===== config.mk =====
export PLATFORM = sky130hd
export DESIGN_NAME = cfe_condition_flag_evaluator
export DESIGN_NICKNAME = d
export VERILOG_FILES = /design/src/logic/cfe_pkg.sv /design/src/logic/cfe_condition_flag_evaluator.sv
export SDC_FILE = /design/constraint.sdc
export NUM_CORES = 1
export LEC_CHECK = 0
export ABC_AREA = 0
export BUFFER_PORTS_ARGS = -buffer_cell sky130_fd_sc_hd__buf_2
export CAP_MARGIN = 10
export CELL_PAD_IN_SITES_DETAIL_PLACEMENT = 2
export CELL_PAD_IN_SITES_GLOBAL_PLACEMENT = 2
export CORE_ASPECT_RATIO = 0.9
export CORE_MARGIN = 1.5
export CORE_UTILIZATION = 25
export CTS_CLUSTER_SIZE = 16
export DETAILED_ROUTE_END_ITERATION = 7
export PLACE_DENSITY_LB_ADDON = 0.1
export SKIP_CTS_REPAIR_TIMING = 1
export SLEW_MARGIN = 25
export SYNTH_ARGS = -nofsm -noshare
export SYNTH_HDL_FRONTEND = slang
export SYNTH_SLANG_ARGS = --single-unit

===== constraint.sdc =====
create_clock -name mclk -period 6.55 [get_ports mclk]
set_input_delay 0.3275 -clock mclk [delete_from_list [all_inputs] [get_ports mclk]]
set_output_delay 0.3275 -clock mclk [all_outputs]
set_load 0.02 [all_outputs]

===== src/logic/cfe_pkg.sv =====
package cfe_pkg;

    ////////////////////////////////////////////////////////////
    // Condition codes
    localparam logic [3:0] COND_EQUAL = 4'h0;
    localparam logic [3:0] COND_NOT_EQUAL = 4'h1;
    localparam logic [3:0] COND_UNSIGNED_HIGHER_SAME = 4'h2;
    localparam logic [3:0] COND_UNSIGNED_LOWER = 4'h3;
    localparam logic [3:0] COND_NEGATIVE = 4'h4;
    localparam logic [3:0] COND_POSITIVE_OR_ZERO = 4'h5;
    localparam logic [3:0] COND_OVERFLOW_SET = 4'h6;
    localparam logic [3:0] COND_OVERFLOW_CLEAR = 4'h7;
    localparam logic [3:0] COND_UNSIGNED_HIGHER = 4'h8;
    localparam logic [3:0] COND_UNSIGNED_LOWER_SAME = 4'h9;
    localparam logic [3:0] COND_SIGNED_GREATER_EQUAL = 4'hA;
    localparam logic [3:0] COND_SIGNED_LESS = 4'hB;
    localparam logic [3:0] COND_SIGNED_GREATER = 4'hC;
    localparam logic [3:0] COND_SIGNED_LESS_EQUAL = 4'hD;
    localparam logic [3:0] COND_ALWAYS = 4'hE;

    ////////////////////////////////////////////////////////////
    // Operation classes
    localparam logic [2:0] OP_ADD = 3'h0;
    localparam logic [2:0] OP_SUB = 3'h1;
    localparam logic [2:0] OP_MOVE = 3'h2;
    localparam logic [2:0] OP_AND = 3'h3;
    localparam logic [2:0] OP_OR = 3'h4;
    localparam logic [2:0] OP_XOR = 3'h5;
    localparam logic [2:0] OP_LOAD_ADDR = 3'h6;
    localparam logic [2:0] OP_NONE = 3'h7;

    ////////////////////////////////////////////////////////////
    // Program counter base
    localparam logic [31:0] PC_AHEAD = 32'h0000_0004;
    localparam int PC_ALIGN_BIT = 1;

    ////////////////////////////////////////////////////////////
    // Reset values
    localparam logic [31:0] RESULT_RESET = 32'h0000_0000;
    localparam logic [3:0] FLAGS_RESET = 4'h0;

endpackage : cfe_pkg


===== src/logic/cfe_condition_flag_evaluator.sv =====
`timescale 1ns/1ns

// Notes on behaviour
// RULE_01: Branch label base is address plus four.
// RULE_02: Other label bases: plus four, bit1 cleared.
// RULE_03: Flags not updated keep previous value.
// RULE_04: Failed condition: no write, flags, exception.
// RULE_05: Conditional non-branch needs if-then block.
// RULE_06: Sign flag follows result bit 31.
// RULE_07: Zero flag set when result zero.
// RULE_08: Addition carry out of bit 31.
// RULE_09: Subtraction carry means no borrow.
// RULE_10: Move and logical take shifter carry.
// RULE_11: Add or subtract signed overflow sets flag.
// RULE_12: Flags written only with set-flags bit.
// RULE_13: Equal, negative, overflow tests and inverses.
// RULE_14: Carry set and carry clear tests.
// RULE_15: Unsigned higher and lower-or-same tests.
// RULE_16: Signed greater-equal and less tests.
// RULE_17: Signed greater: zero clear, sign equals overflow.
// RULE_18: Always passes; no suffix means always.
// RULE_19: Both encoding widths execute identically.
// RULE_20: Load address adds offset to base.
// RULE_21: Signed less-or-equal complements greater.
// RULE_22: Next instruction sees new flags, no stall.
module cfe_condition_flag_evaluator (
    input wire logic mclk,
    input wire logic resetn,
    input wire logic clk_en,
    input wire logic instr_valid,
    input wire logic [31:0] instr_addr,
    input wire logic instr_wide,
    input wire logic [3:0] cond_code,
    input wire logic in_if_then_block,
    input wire logic is_label_branch,
    input wire logic [2:0] op_class,
    input wire logic set_flags,
    input wire logic dest_write,
    input wire logic exc_request,
    input wire logic [31:0] operand_a,
    input wire logic [31:0] operand_b,
    input wire logic shift_carry,
    input wire logic shift_carry_valid,
    input wire logic [31:0] label_offset,
    output logic msb_flag,
    output logic all_clear_flag,
    output logic unsigned_wrap_bit,
    output logic signed_wrap_bit,
    output logic [31:0] result_data,
    output logic result_write,
    output logic exec_taken,
    output logic exc_raised,
    output logic [31:0] pc_base,
    output logic result_wide,
    output logic cond_misplaced
);

    ////////////////////////////////////////////////////////////
    // Condition test against current flags
    function automatic logic cond_pass(
        input logic [3:0] cc,
        input logic n,
        input logic z,
        input logic c,
        input logic v
    );
        logic p;
        p = 1'b1;
        case (cc)
            cfe_pkg::COND_EQUAL: p = z; // see RULE_13
            cfe_pkg::COND_NOT_EQUAL: p = !z;
            cfe_pkg::COND_UNSIGNED_HIGHER_SAME: p = c; // see RULE_14
            cfe_pkg::COND_UNSIGNED_LOWER: p = !c;
            cfe_pkg::COND_NEGATIVE: p = n;
            cfe_pkg::COND_POSITIVE_OR_ZERO: p = !n;
            cfe_pkg::COND_OVERFLOW_SET: p = v;
            cfe_pkg::COND_OVERFLOW_CLEAR: p = !v;
            cfe_pkg::COND_UNSIGNED_HIGHER: p = c && !z; // see RULE_15
            cfe_pkg::COND_UNSIGNED_LOWER_SAME: p = !c || z;
            cfe_pkg::COND_SIGNED_GREATER_EQUAL: p = (n == v); // see RULE_16
            cfe_pkg::COND_SIGNED_LESS: p = (n != v);
            cfe_pkg::COND_SIGNED_GREATER: p = !z && (n == v); // see RULE_17
            cfe_pkg::COND_SIGNED_LESS_EQUAL: p = z || (n != v); // see RULE_21
            default: p = 1'b1; // see RULE_18
        endcase
        return p;
    endfunction : cond_pass

    ////////////////////////////////////////////////////////////
    // Decode and gating
    wire logic cond_ok;
    wire logic is_always;
    wire logic placement_ok;
    wire logic do_exec;
    wire logic is_arith;
    wire logic is_logic;
    wire logic flag_upd;

    assign cond_ok = cond_pass(cond_code, msb_flag, all_clear_flag,
                               unsigned_wrap_bit, signed_wrap_bit);
    assign is_always = (cond_code == cfe_pkg::COND_ALWAYS);
    // Only branches may be conditional outside an if-then block
    assign placement_ok = is_always || is_label_branch || in_if_then_block; // see RULE_05
    assign do_exec = instr_valid && placement_ok && cond_ok; // see RULE_04
    assign is_arith = (op_class == cfe_pkg::OP_ADD) || (op_class == cfe_pkg::OP_SUB);
    assign is_logic = (op_class == cfe_pkg::OP_MOVE) || (op_class == cfe_pkg::OP_AND)
                   || (op_class == cfe_pkg::OP_OR) || (op_class == cfe_pkg::OP_XOR);
    // Flags change only when asked and the instruction runs
    assign flag_upd = do_exec && set_flags && (is_arith || is_logic); // see RULE_12

    ////////////////////////////////////////////////////////////
    // Adder; subtraction is a plus inverted b plus one
    wire logic is_sub;
    wire logic [31:0] add_b;
    wire logic [32:0] sum33;
    wire logic add_ovf;

    assign is_sub = (op_class == cfe_pkg::OP_SUB);
    assign add_b = is_sub ? ~operand_b : operand_b;
    assign sum33 = {1'b0, operand_a} + {1'b0, add_b} + {32'h0000_0000, is_sub};
    // Same operand signs, result sign differs
    assign add_ovf = (operand_a[31] == add_b[31]) && (sum33[31] != operand_a[31]); // see RULE_11

    ////////////////////////////////////////////////////////////
    // Program counter base for label operands
    wire logic [31:0] pc_ahead;
    wire logic [31:0] pc_word;
    wire logic [31:0] next_pc_base;
    wire logic [31:0] adr_sum;

    // Width of the encoding does not move the base
    assign pc_ahead = instr_addr + cfe_pkg::PC_AHEAD; // see RULE_01
    assign pc_word = pc_ahead & ~(32'h0000_0001 << cfe_pkg::PC_ALIGN_BIT); // see RULE_02
    assign next_pc_base = is_label_branch ? pc_ahead : pc_word;
    assign adr_sum = pc_word + label_offset; // see RULE_20

    ////////////////////////////////////////////////////////////
    // Result selection
    logic [31:0] next_res;

    always_comb begin
        next_res = cfe_pkg::RESULT_RESET;
        case (op_class)
            cfe_pkg::OP_ADD: next_res = sum33[31:0];
            cfe_pkg::OP_SUB: next_res = sum33[31:0];
            cfe_pkg::OP_MOVE: next_res = operand_b;
            cfe_pkg::OP_AND: next_res = operand_a & operand_b;
            cfe_pkg::OP_OR: next_res = operand_a | operand_b;
            cfe_pkg::OP_XOR: next_res = operand_a ^ operand_b;
            cfe_pkg::OP_LOAD_ADDR: next_res = adr_sum; // see RULE_20
            default: next_res = operand_a;
        endcase
    end

    ////////////////////////////////////////////////////////////
    // Next flag values
    wire logic next_n;
    wire logic next_z;
    wire logic next_c;
    wire logic next_v;
    wire logic logic_c;

    assign next_n = flag_upd ? next_res[31] : msb_flag; // see RULE_06
    assign next_z = flag_upd ? (next_res == 32'h0000_0000) : all_clear_flag; // see RULE_07
    // Carry out of bit 31; for subtract that is no-borrow
    assign logic_c = shift_carry_valid ? shift_carry : unsigned_wrap_bit; // see RULE_10
    assign next_c = !flag_upd ? unsigned_wrap_bit
                  : is_arith ? sum33[32] : logic_c; // see RULE_08 see RULE_09
    // Logical ops leave overflow alone
    assign next_v = (flag_upd && is_arith) ? add_ovf : signed_wrap_bit; // see RULE_03

    ////////////////////////////////////////////////////////////
    // Flag register; read directly by the next cycle's test
    always_ff @(posedge mclk or negedge resetn) begin
        if (!resetn) begin
            {msb_flag, all_clear_flag, unsigned_wrap_bit, signed_wrap_bit} <= cfe_pkg::FLAGS_RESET;
        end else if (clk_en) begin
            {msb_flag, all_clear_flag, unsigned_wrap_bit, signed_wrap_bit}
                <= {next_n, next_z, next_c, next_v}; // see RULE_22
        end
    end

    ////////////////////////////////////////////////////////////
    // Registered result outputs
    always_ff @(posedge mclk or negedge resetn) begin
        if (!resetn) begin
            result_data <= cfe_pkg::RESULT_RESET;
            result_write <= 1'b0;
            exec_taken <= 1'b0;
            exc_raised <= 1'b0;
            pc_base <= cfe_pkg::RESULT_RESET;
            result_wide <= 1'b0;
            cond_misplaced <= 1'b0;
        end else if (clk_en) begin
            result_data <= next_res;
            result_write <= do_exec && dest_write; // see RULE_04
            exec_taken <= do_exec;
            exc_raised <= do_exec && exc_request; // see RULE_04
            pc_base <= next_pc_base;
            result_wide <= instr_wide; // see RULE_19
            cond_misplaced <= instr_valid && !placement_ok;
        end
    end

    ////////////////////////////////////////////////////////////
    // Sign-extended sums, read only by the checks below
    wire logic [32:0] chk_sadd;
    wire logic [32:0] chk_ssub;

    assign chk_sadd = {operand_a[31], operand_a} + {operand_b[31], operand_b};
    assign chk_ssub = {operand_a[31], operand_a} - {operand_b[31], operand_b};

    ////////////////////////////////////////////////////////////
    // Checks
    AST_PC_BRANCH: assert property (@(posedge mclk) disable iff (!resetn) // see RULE_01
        clk_en && instr_valid && is_label_branch
        |=> pc_base == $past(instr_addr) + cfe_pkg::PC_AHEAD)
        else $error("branch base not address plus four");

    AST_PC_WORD: assert property (@(posedge mclk) disable iff (!resetn) // see RULE_02
        clk_en && instr_valid && !is_label_branch
        |=> !pc_base[1] && (pc_base[31:2] == $past(pc_ahead[31:2])))
        else $error("label base not word aligned");

    AST_FLAGS_HELD: assert property (@(posedge mclk) disable iff (!resetn) // see RULE_03
        !(clk_en && flag_upd)
        |=> $stable({msb_flag, all_clear_flag, unsigned_wrap_bit, signed_wrap_bit}))
        else $error("flags moved without update");

    AST_FAIL_QUIET: assert property (@(posedge mclk) disable iff (!resetn) // see RULE_04
        clk_en && instr_valid && !cond_ok
        |=> !result_write && !exc_raised && !exec_taken
            && $stable({msb_flag, all_clear_flag, unsigned_wrap_bit, signed_wrap_bit}))
        else $error("failed condition had an effect");

    AST_OUTSIDE_BLOCK: assert property (@(posedge mclk) disable iff (!resetn) // see RULE_05
        clk_en && instr_valid && !is_always && !is_label_branch && !in_if_then_block
        |=> !exec_taken && cond_misplaced)
        else $error("conditional ran outside block");

    AST_NZ: assert property (@(posedge mclk) disable iff (!resetn) // see RULE_07
        clk_en && flag_upd
        |=> msb_flag == result_data[31] && all_clear_flag == (result_data == 32'h0000_0000))
        else $error("sign or zero flag wrong");

    AST_ADD_CARRY: assert property (@(posedge mclk) disable iff (!resetn) // see RULE_08
        clk_en && flag_upd && op_class == cfe_pkg::OP_ADD
        |=> unsigned_wrap_bit == (({1'b0, $past(operand_a)} + {1'b0, $past(operand_b)}) >> 32))
        else $error("add carry wrong");

    AST_SUB_BORROW: assert property (@(posedge mclk) disable iff (!resetn) // see RULE_09
        clk_en && flag_upd && is_sub
        |=> unsigned_wrap_bit == ($past(operand_a) >= $past(operand_b)))
        else $error("subtract carry wrong");

    AST_LOGIC_CARRY: assert property (@(posedge mclk) disable iff (!resetn) // see RULE_10
        clk_en && flag_upd && is_logic && shift_carry_valid
        |=> unsigned_wrap_bit == $past(shift_carry) && $stable(signed_wrap_bit))
        else $error("logical carry wrong");

    AST_GREATER: assert property (@(posedge mclk) disable iff (!resetn) // see RULE_17
        clk_en && instr_valid && in_if_then_block
        && cond_code == cfe_pkg::COND_SIGNED_GREATER
        |=> exec_taken == $past(!all_clear_flag && (msb_flag == signed_wrap_bit)))
        else $error("greater test wrong");

    AST_LESS_EQUAL: assert property (@(posedge mclk) disable iff (!resetn) // see RULE_21
        clk_en && instr_valid && in_if_then_block
        && cond_code == cfe_pkg::COND_SIGNED_LESS_EQUAL
        |=> exec_taken == $past(all_clear_flag || (msb_flag != signed_wrap_bit)))
        else $error("less-or-equal test wrong");

    AST_ALWAYS: assert property (@(posedge mclk) disable iff (!resetn) // see RULE_18
        clk_en && instr_valid && is_always
        |=> exec_taken ##1 1'b1)
        else $error("always did not execute");

    AST_ADR: assert property (@(posedge mclk) disable iff (!resetn) // see RULE_20
        clk_en && do_exec && op_class == cfe_pkg::OP_LOAD_ADDR
        |=> result_data == $past(pc_word) + $past(label_offset)
            && $stable({msb_flag, all_clear_flag, unsigned_wrap_bit, signed_wrap_bit}))
        else $error("load address wrong");

    AST_ADD_SIGN: assert property (@(posedge mclk) disable iff (!resetn) // see RULE_06
        clk_en && flag_upd && op_class == cfe_pkg::OP_ADD
        |=> msb_flag == $past(chk_sadd[31]))
        else $error("add sign flag wrong");

    AST_ADD_OVF: assert property (@(posedge mclk) disable iff (!resetn) // see RULE_11
        clk_en && flag_upd && op_class == cfe_pkg::OP_ADD
        |=> signed_wrap_bit == $past(chk_sadd[32] != chk_sadd[31]))
        else $error("add overflow flag wrong");

    AST_SUB_OVF: assert property (@(posedge mclk) disable iff (!resetn) // see RULE_11
        clk_en && flag_upd && is_sub
        |=> signed_wrap_bit == $past(chk_ssub[32] != chk_ssub[31]))
        else $error("subtract overflow flag wrong");

    AST_NO_SUFFIX: assert property (@(posedge mclk) disable iff (!resetn) // see RULE_12
        clk_en && instr_valid && !set_flags
        |=> $stable({msb_flag, all_clear_flag, unsigned_wrap_bit, signed_wrap_bit}))
        else $error("flags moved without suffix");

    AST_EQUAL: assert property (@(posedge mclk) disable iff (!resetn) // see RULE_13
        clk_en && instr_valid && in_if_then_block
        && cond_code == cfe_pkg::COND_EQUAL
        |=> exec_taken == $past(all_clear_flag))
        else $error("equal test wrong");

    AST_NEGATIVE: assert property (@(posedge mclk) disable iff (!resetn) // see RULE_13
        clk_en && instr_valid && in_if_then_block
        && cond_code == cfe_pkg::COND_NEGATIVE
        |=> exec_taken == $past(msb_flag))
        else $error("negative test wrong");

    AST_OVF_CLEAR: assert property (@(posedge mclk) disable iff (!resetn) // see RULE_13
        clk_en && instr_valid && in_if_then_block
        && cond_code == cfe_pkg::COND_OVERFLOW_CLEAR
        |=> exec_taken == $past(!signed_wrap_bit))
        else $error("overflow clear test wrong");

    AST_CARRY_SET: assert property (@(posedge mclk) disable iff (!resetn) // see RULE_14
        clk_en && instr_valid && in_if_then_block
        && cond_code == cfe_pkg::COND_UNSIGNED_HIGHER_SAME
        |=> exec_taken == $past(unsigned_wrap_bit))
        else $error("carry set test wrong");

    AST_LOWER_SAME: assert property (@(posedge mclk) disable iff (!resetn) // see RULE_15
        clk_en && instr_valid && in_if_then_block
        && cond_code == cfe_pkg::COND_UNSIGNED_LOWER_SAME
        |=> exec_taken == $past(!unsigned_wrap_bit || all_clear_flag))
        else $error("lower-or-same test wrong");

    AST_SIGNED_LESS: assert property (@(posedge mclk) disable iff (!resetn) // see RULE_16
        clk_en && instr_valid && in_if_then_block
        && cond_code == cfe_pkg::COND_SIGNED_LESS
        |=> exec_taken == $past(msb_flag != signed_wrap_bit))
        else $error("signed less test wrong");

    AST_WIDE_ECHO: assert property (@(posedge mclk) disable iff (!resetn) // see RULE_19
        clk_en
        |=> result_wide == $past(instr_wide))
        else $error("encoding width not echoed");

    AST_LOGIC_KEEP: assert property (@(posedge mclk) disable iff (!resetn) // see RULE_03
        clk_en && flag_upd && is_logic && !shift_carry_valid
        |=> $stable({unsigned_wrap_bit, signed_wrap_bit}))
        else $error("logical op moved carry or overflow");

    AST_FROZEN: assert property (@(posedge mclk) disable iff (!resetn) // see RULE_03
        !clk_en
        |=> $stable({msb_flag, all_clear_flag, unsigned_wrap_bit, signed_wrap_bit, result_data,
            result_write, exec_taken, exc_raised, pc_base, result_wide, cond_misplaced}))
        else $error("state moved while frozen");

endmodule : cfe_condition_flag_evaluator


==> impl_metrics.toml <==
[outcome]
run_status = "complete, no violations"

[finish]
filler_cell_count = 4797
final_nets = 1822
layout-drive-gt1-share_pct = 18.63
final-instance-count-excl-fill = 2086
layout-area-overhead-vs-synth_pct = 19.02
n_antenna_cell = 0
layout_common_cells = "sky130_fd_sc_hd__buf_2, sky130_fd_sc_hd__nor2_1, sky130_fd_sc_hd__ha_1"
layout.cells.most_common = "sky130_fd_sc_hd__buf_2"

[sta]
fin_crit_ps = 5143
slew_viol_final = 0
max_slew.worst_pin.slew_ps = 961.4
fin_tns_setup_ps = 0
timing.final.ws_setup_ps = 1407
finalCritPeriodShare_pct = 78.51
final-setup-viol-count = 0
max_slew_margin_pct = 35.09
holdWs_ps = 199.8
unrepaired_setup_endpoints_after_global_routing = "false"
hold_viol_final = 0
timing.fmax_mhz = 194.5
clock_skew_ps = 8.553

[setup_path]
worst_path_max_stage_delay_ps = 860
crit_path_end_kind = "register"
slowest_cp_cell = "sky130_fd_sc_hd__o311ai_0"
startpoint_kind_of_the_worst_setup_timing_path = "input pin"
regToRegSetupSlack_ps = 2850
crit_path_frequent_cell = "sky130_fd_sc_hd__a21o_1"
worstPathMaxFanout = 20
crit_path_arrival_time_ps = 5420
crit_chain = "buf_2, or2_2, nor2_4, buf_4, xnor2_1, ha_1, a21o_1, a21o_1, a21o_1, o311ai_0, o21bai_2, a21oi_2, xnor2_1, a221oi_2, nand4_1, or4_1, o21ai_1"
path_delay_family = "compound AO/OA/AOI/OAI gates"
critical_path.n_buffers_inverters = 2
setup.worst_path.class = "in -> reg"
worst_ep_required_time_ps = 6830

[logic_synthesis]
synthesis.nets = 1644
synth_cell_type_count = 85
synth_top_flop_cell = "sky130_fd_sc_hd__dfrtp_1"
yosys_warnings = 0
async_reset_ff_share_pct = 100.0
syn_inst = 1363
synth_seq_area_share_pct = 17.83
postSynthRegisterBits = 73
syn_avg_cell_area_um2 = 7.516
netlist_area_um2 = 10240
synth-edff-count = 0

[floorplanning]
num_io_pins = 220
die-height_um = 195.0
die_width_um = 216.4
std_cell_rows = 70
die_area_um2 = 42200
core_um2 = 40550
initial_standard_cell_utilization_of_the_core_pct = 25.26

[cts]
clkSlewWorstSetupHoldPaths_ps = 60
insertion_delay_ps = 350
root_buffer = "sky130_fd_sc_hd__clkbuf_16"
cts-htree-levels = 3
cts_inserted_buffers = 9
cts.path.max_buffers = 2
clock-sinks = 73
cts_tree = "yes"

[drt]
drt-initial-drc-count = 502
ant_nets = 0
drt_pass1_iterations = 4
average_wire_length_per_cell_after_detail_routing_um = 22.55
route.detailed.drc = 0
routed_via_density = 5.292
wirelength_mm = 47.05
num_vias = 11040

[grt]
global_route.usage.total_pct = 22.27
antenna_violations_before_repair = 0
number_of_global_route_vias_before_repair = 11840
grt_start_max_net_pins = 61
gr-total-overflow = 0
global_route_wire_length_before_repair_mm = 72.54

[placed_design]
detailedPlace.worstSlack_ps = 1100
gpl.final_weighted_congestion = 0.8438
place.detailed.hpwl_mm = 38.18
numPortBuffers = 219
dp_cells = 2069

[power_and_ir_drop]
totalPowerFinal_uw = 2245
peakVddDrop_mv = 0.1143
power-per-cell-area_nw_per_um2 = 184.1
leakage_uw = 0.005616

[worst_hold_path]
hold_path_class = "in -> reg"

[flow_run]
max_cap_violations = 0
registers in the layout, indices dropped and copies added (netlist names):
register / flops
exec_taken: 1
result_write: 1
pc_base: 32
msb_flag: 1
result_data: 32
signed_wrap_bit: 1
exc_raised: 1
unsigned_wrap_bit: 1
all_clear_flag: 1
result_wide: 1
cond_misplaced: 1
area by class of cell:
cell class	instances	area, um^2	area share (%)
repair buffers	238	1244	10.20
flip-flops and latches	73	1827	14.98
multi-input cells	1127	7789	63.88
inverters	92	345.3	2.832
clock inverters	5	80.08	0.6567
clock buffers	11	232.7	1.909
well taps	540	675.6	5.541
worst register-to-register path, stage by stage, from the launching register on:
cell                       delay [ps]
sky130_fd_sc_hd__dfrtp_1          450
sky130_fd_sc_hd__mux4_2           500
sky130_fd_sc_hd__xor2_1           140
sky130_fd_sc_hd__o211ai_1         100
sky130_fd_sc_hd__a41o_1           370
sky130_fd_sc_hd__or3_1            480
sky130_fd_sc_hd__nor4_1           260
sky130_fd_sc_hd__nand4_1          220
sky130_fd_sc_hd__nor4b_2          310
sky130_fd_sc_hd__nand4_1          160
sky130_fd_sc_hd__or4_1            510
sky130_fd_sc_hd__o21ai_1          120
power breakdown:
group | total, uW | switching [uW] | internal, uW
registers | 564 | 49.3 | 515
logic | 1140 | 724 | 412
clock network | 544 | 211 | 334
total | 2240 | 984 | 1260
routing by layer:
layer	share of wire, %	wire length, um	track usage [%]	up-vias
met5	0	0	0	-
met4	1.5	720	3.884	0
met3	2.5	1192	2.383	33
met2	48	22750	38.78	163
met1	48	22380	29.87	5571
li1	-	-	-	5272
cells by family after synthesis:
| family | count (synthesis) | synth area share, % |
|---|---|---|
| AOI/OAI and AO/OA | 436 | 27.89 |
| and+or+nand+nor | 418 | 18.81 |
| buffers and inverters | 163 | 6.241 |
| adders and majority gates | 134 | 16.44 |
| xor gates and xnor gates | 103 | 8.940 |
| DFF | 73 | 17.83 |
| muxes | 36 | 3.847 |
synthesized netlist by cell type, drive strengths merged, types with 15 or more instances:
cell type,instances,share of area (%)
o21ai,121,5.9
dfrtp,73,18
nand3,29,1.4
xor2,24,2.1
nor3,19,0.93
a21oi,111,5.5
xnor2,78,6.7
a22oi,21,1.5
and3,15,0.92
nor2,152,5.6
inv,91,3.3
a21o,24,1.8
nand2,126,4.6
buf,18,0.93
mux2,17,1.9
ha,133,16
mux2i,18,1.8
nand4,19,1.2
clkbuf,53,1.9
stage by stage:
step / cell area (um^2) / utilization [%]
after global routing: 12190 / 30.07
after detailed placement: 11870 / 29.27
after floorplan: 10240 / -
after global placement: 11870 / 29.27
final: 12190 / 30.07
after CTS: 12180 / 30.04
worst paths after layout:
check / from / to / cells after the start
worst max register to register: signed_wrap_bit$_DFFE_PN0P_ / all_clear_flag$_DFFE_PN0P_ / 11
max in group asynchronous: resetn / result_data[21]$_DFFE_PN0P_ / 3
min in group asynchronous: resetn / pc_base[3]$_DFFE_PN0P_ / 2
worst min-delay path: exc_request / exc_raised$_DFFE_PN0P_ / 3
worst min register to register: result_data[19]$_DFFE_PN0P_ / result_data[19]$_DFFE_PN0P_ / 1
worst max-delay path: op_class[2] / all_clear_flag$_DFFE_PN0P_ / 17
No activity file was read; power rests on OpenSTA's default activity.
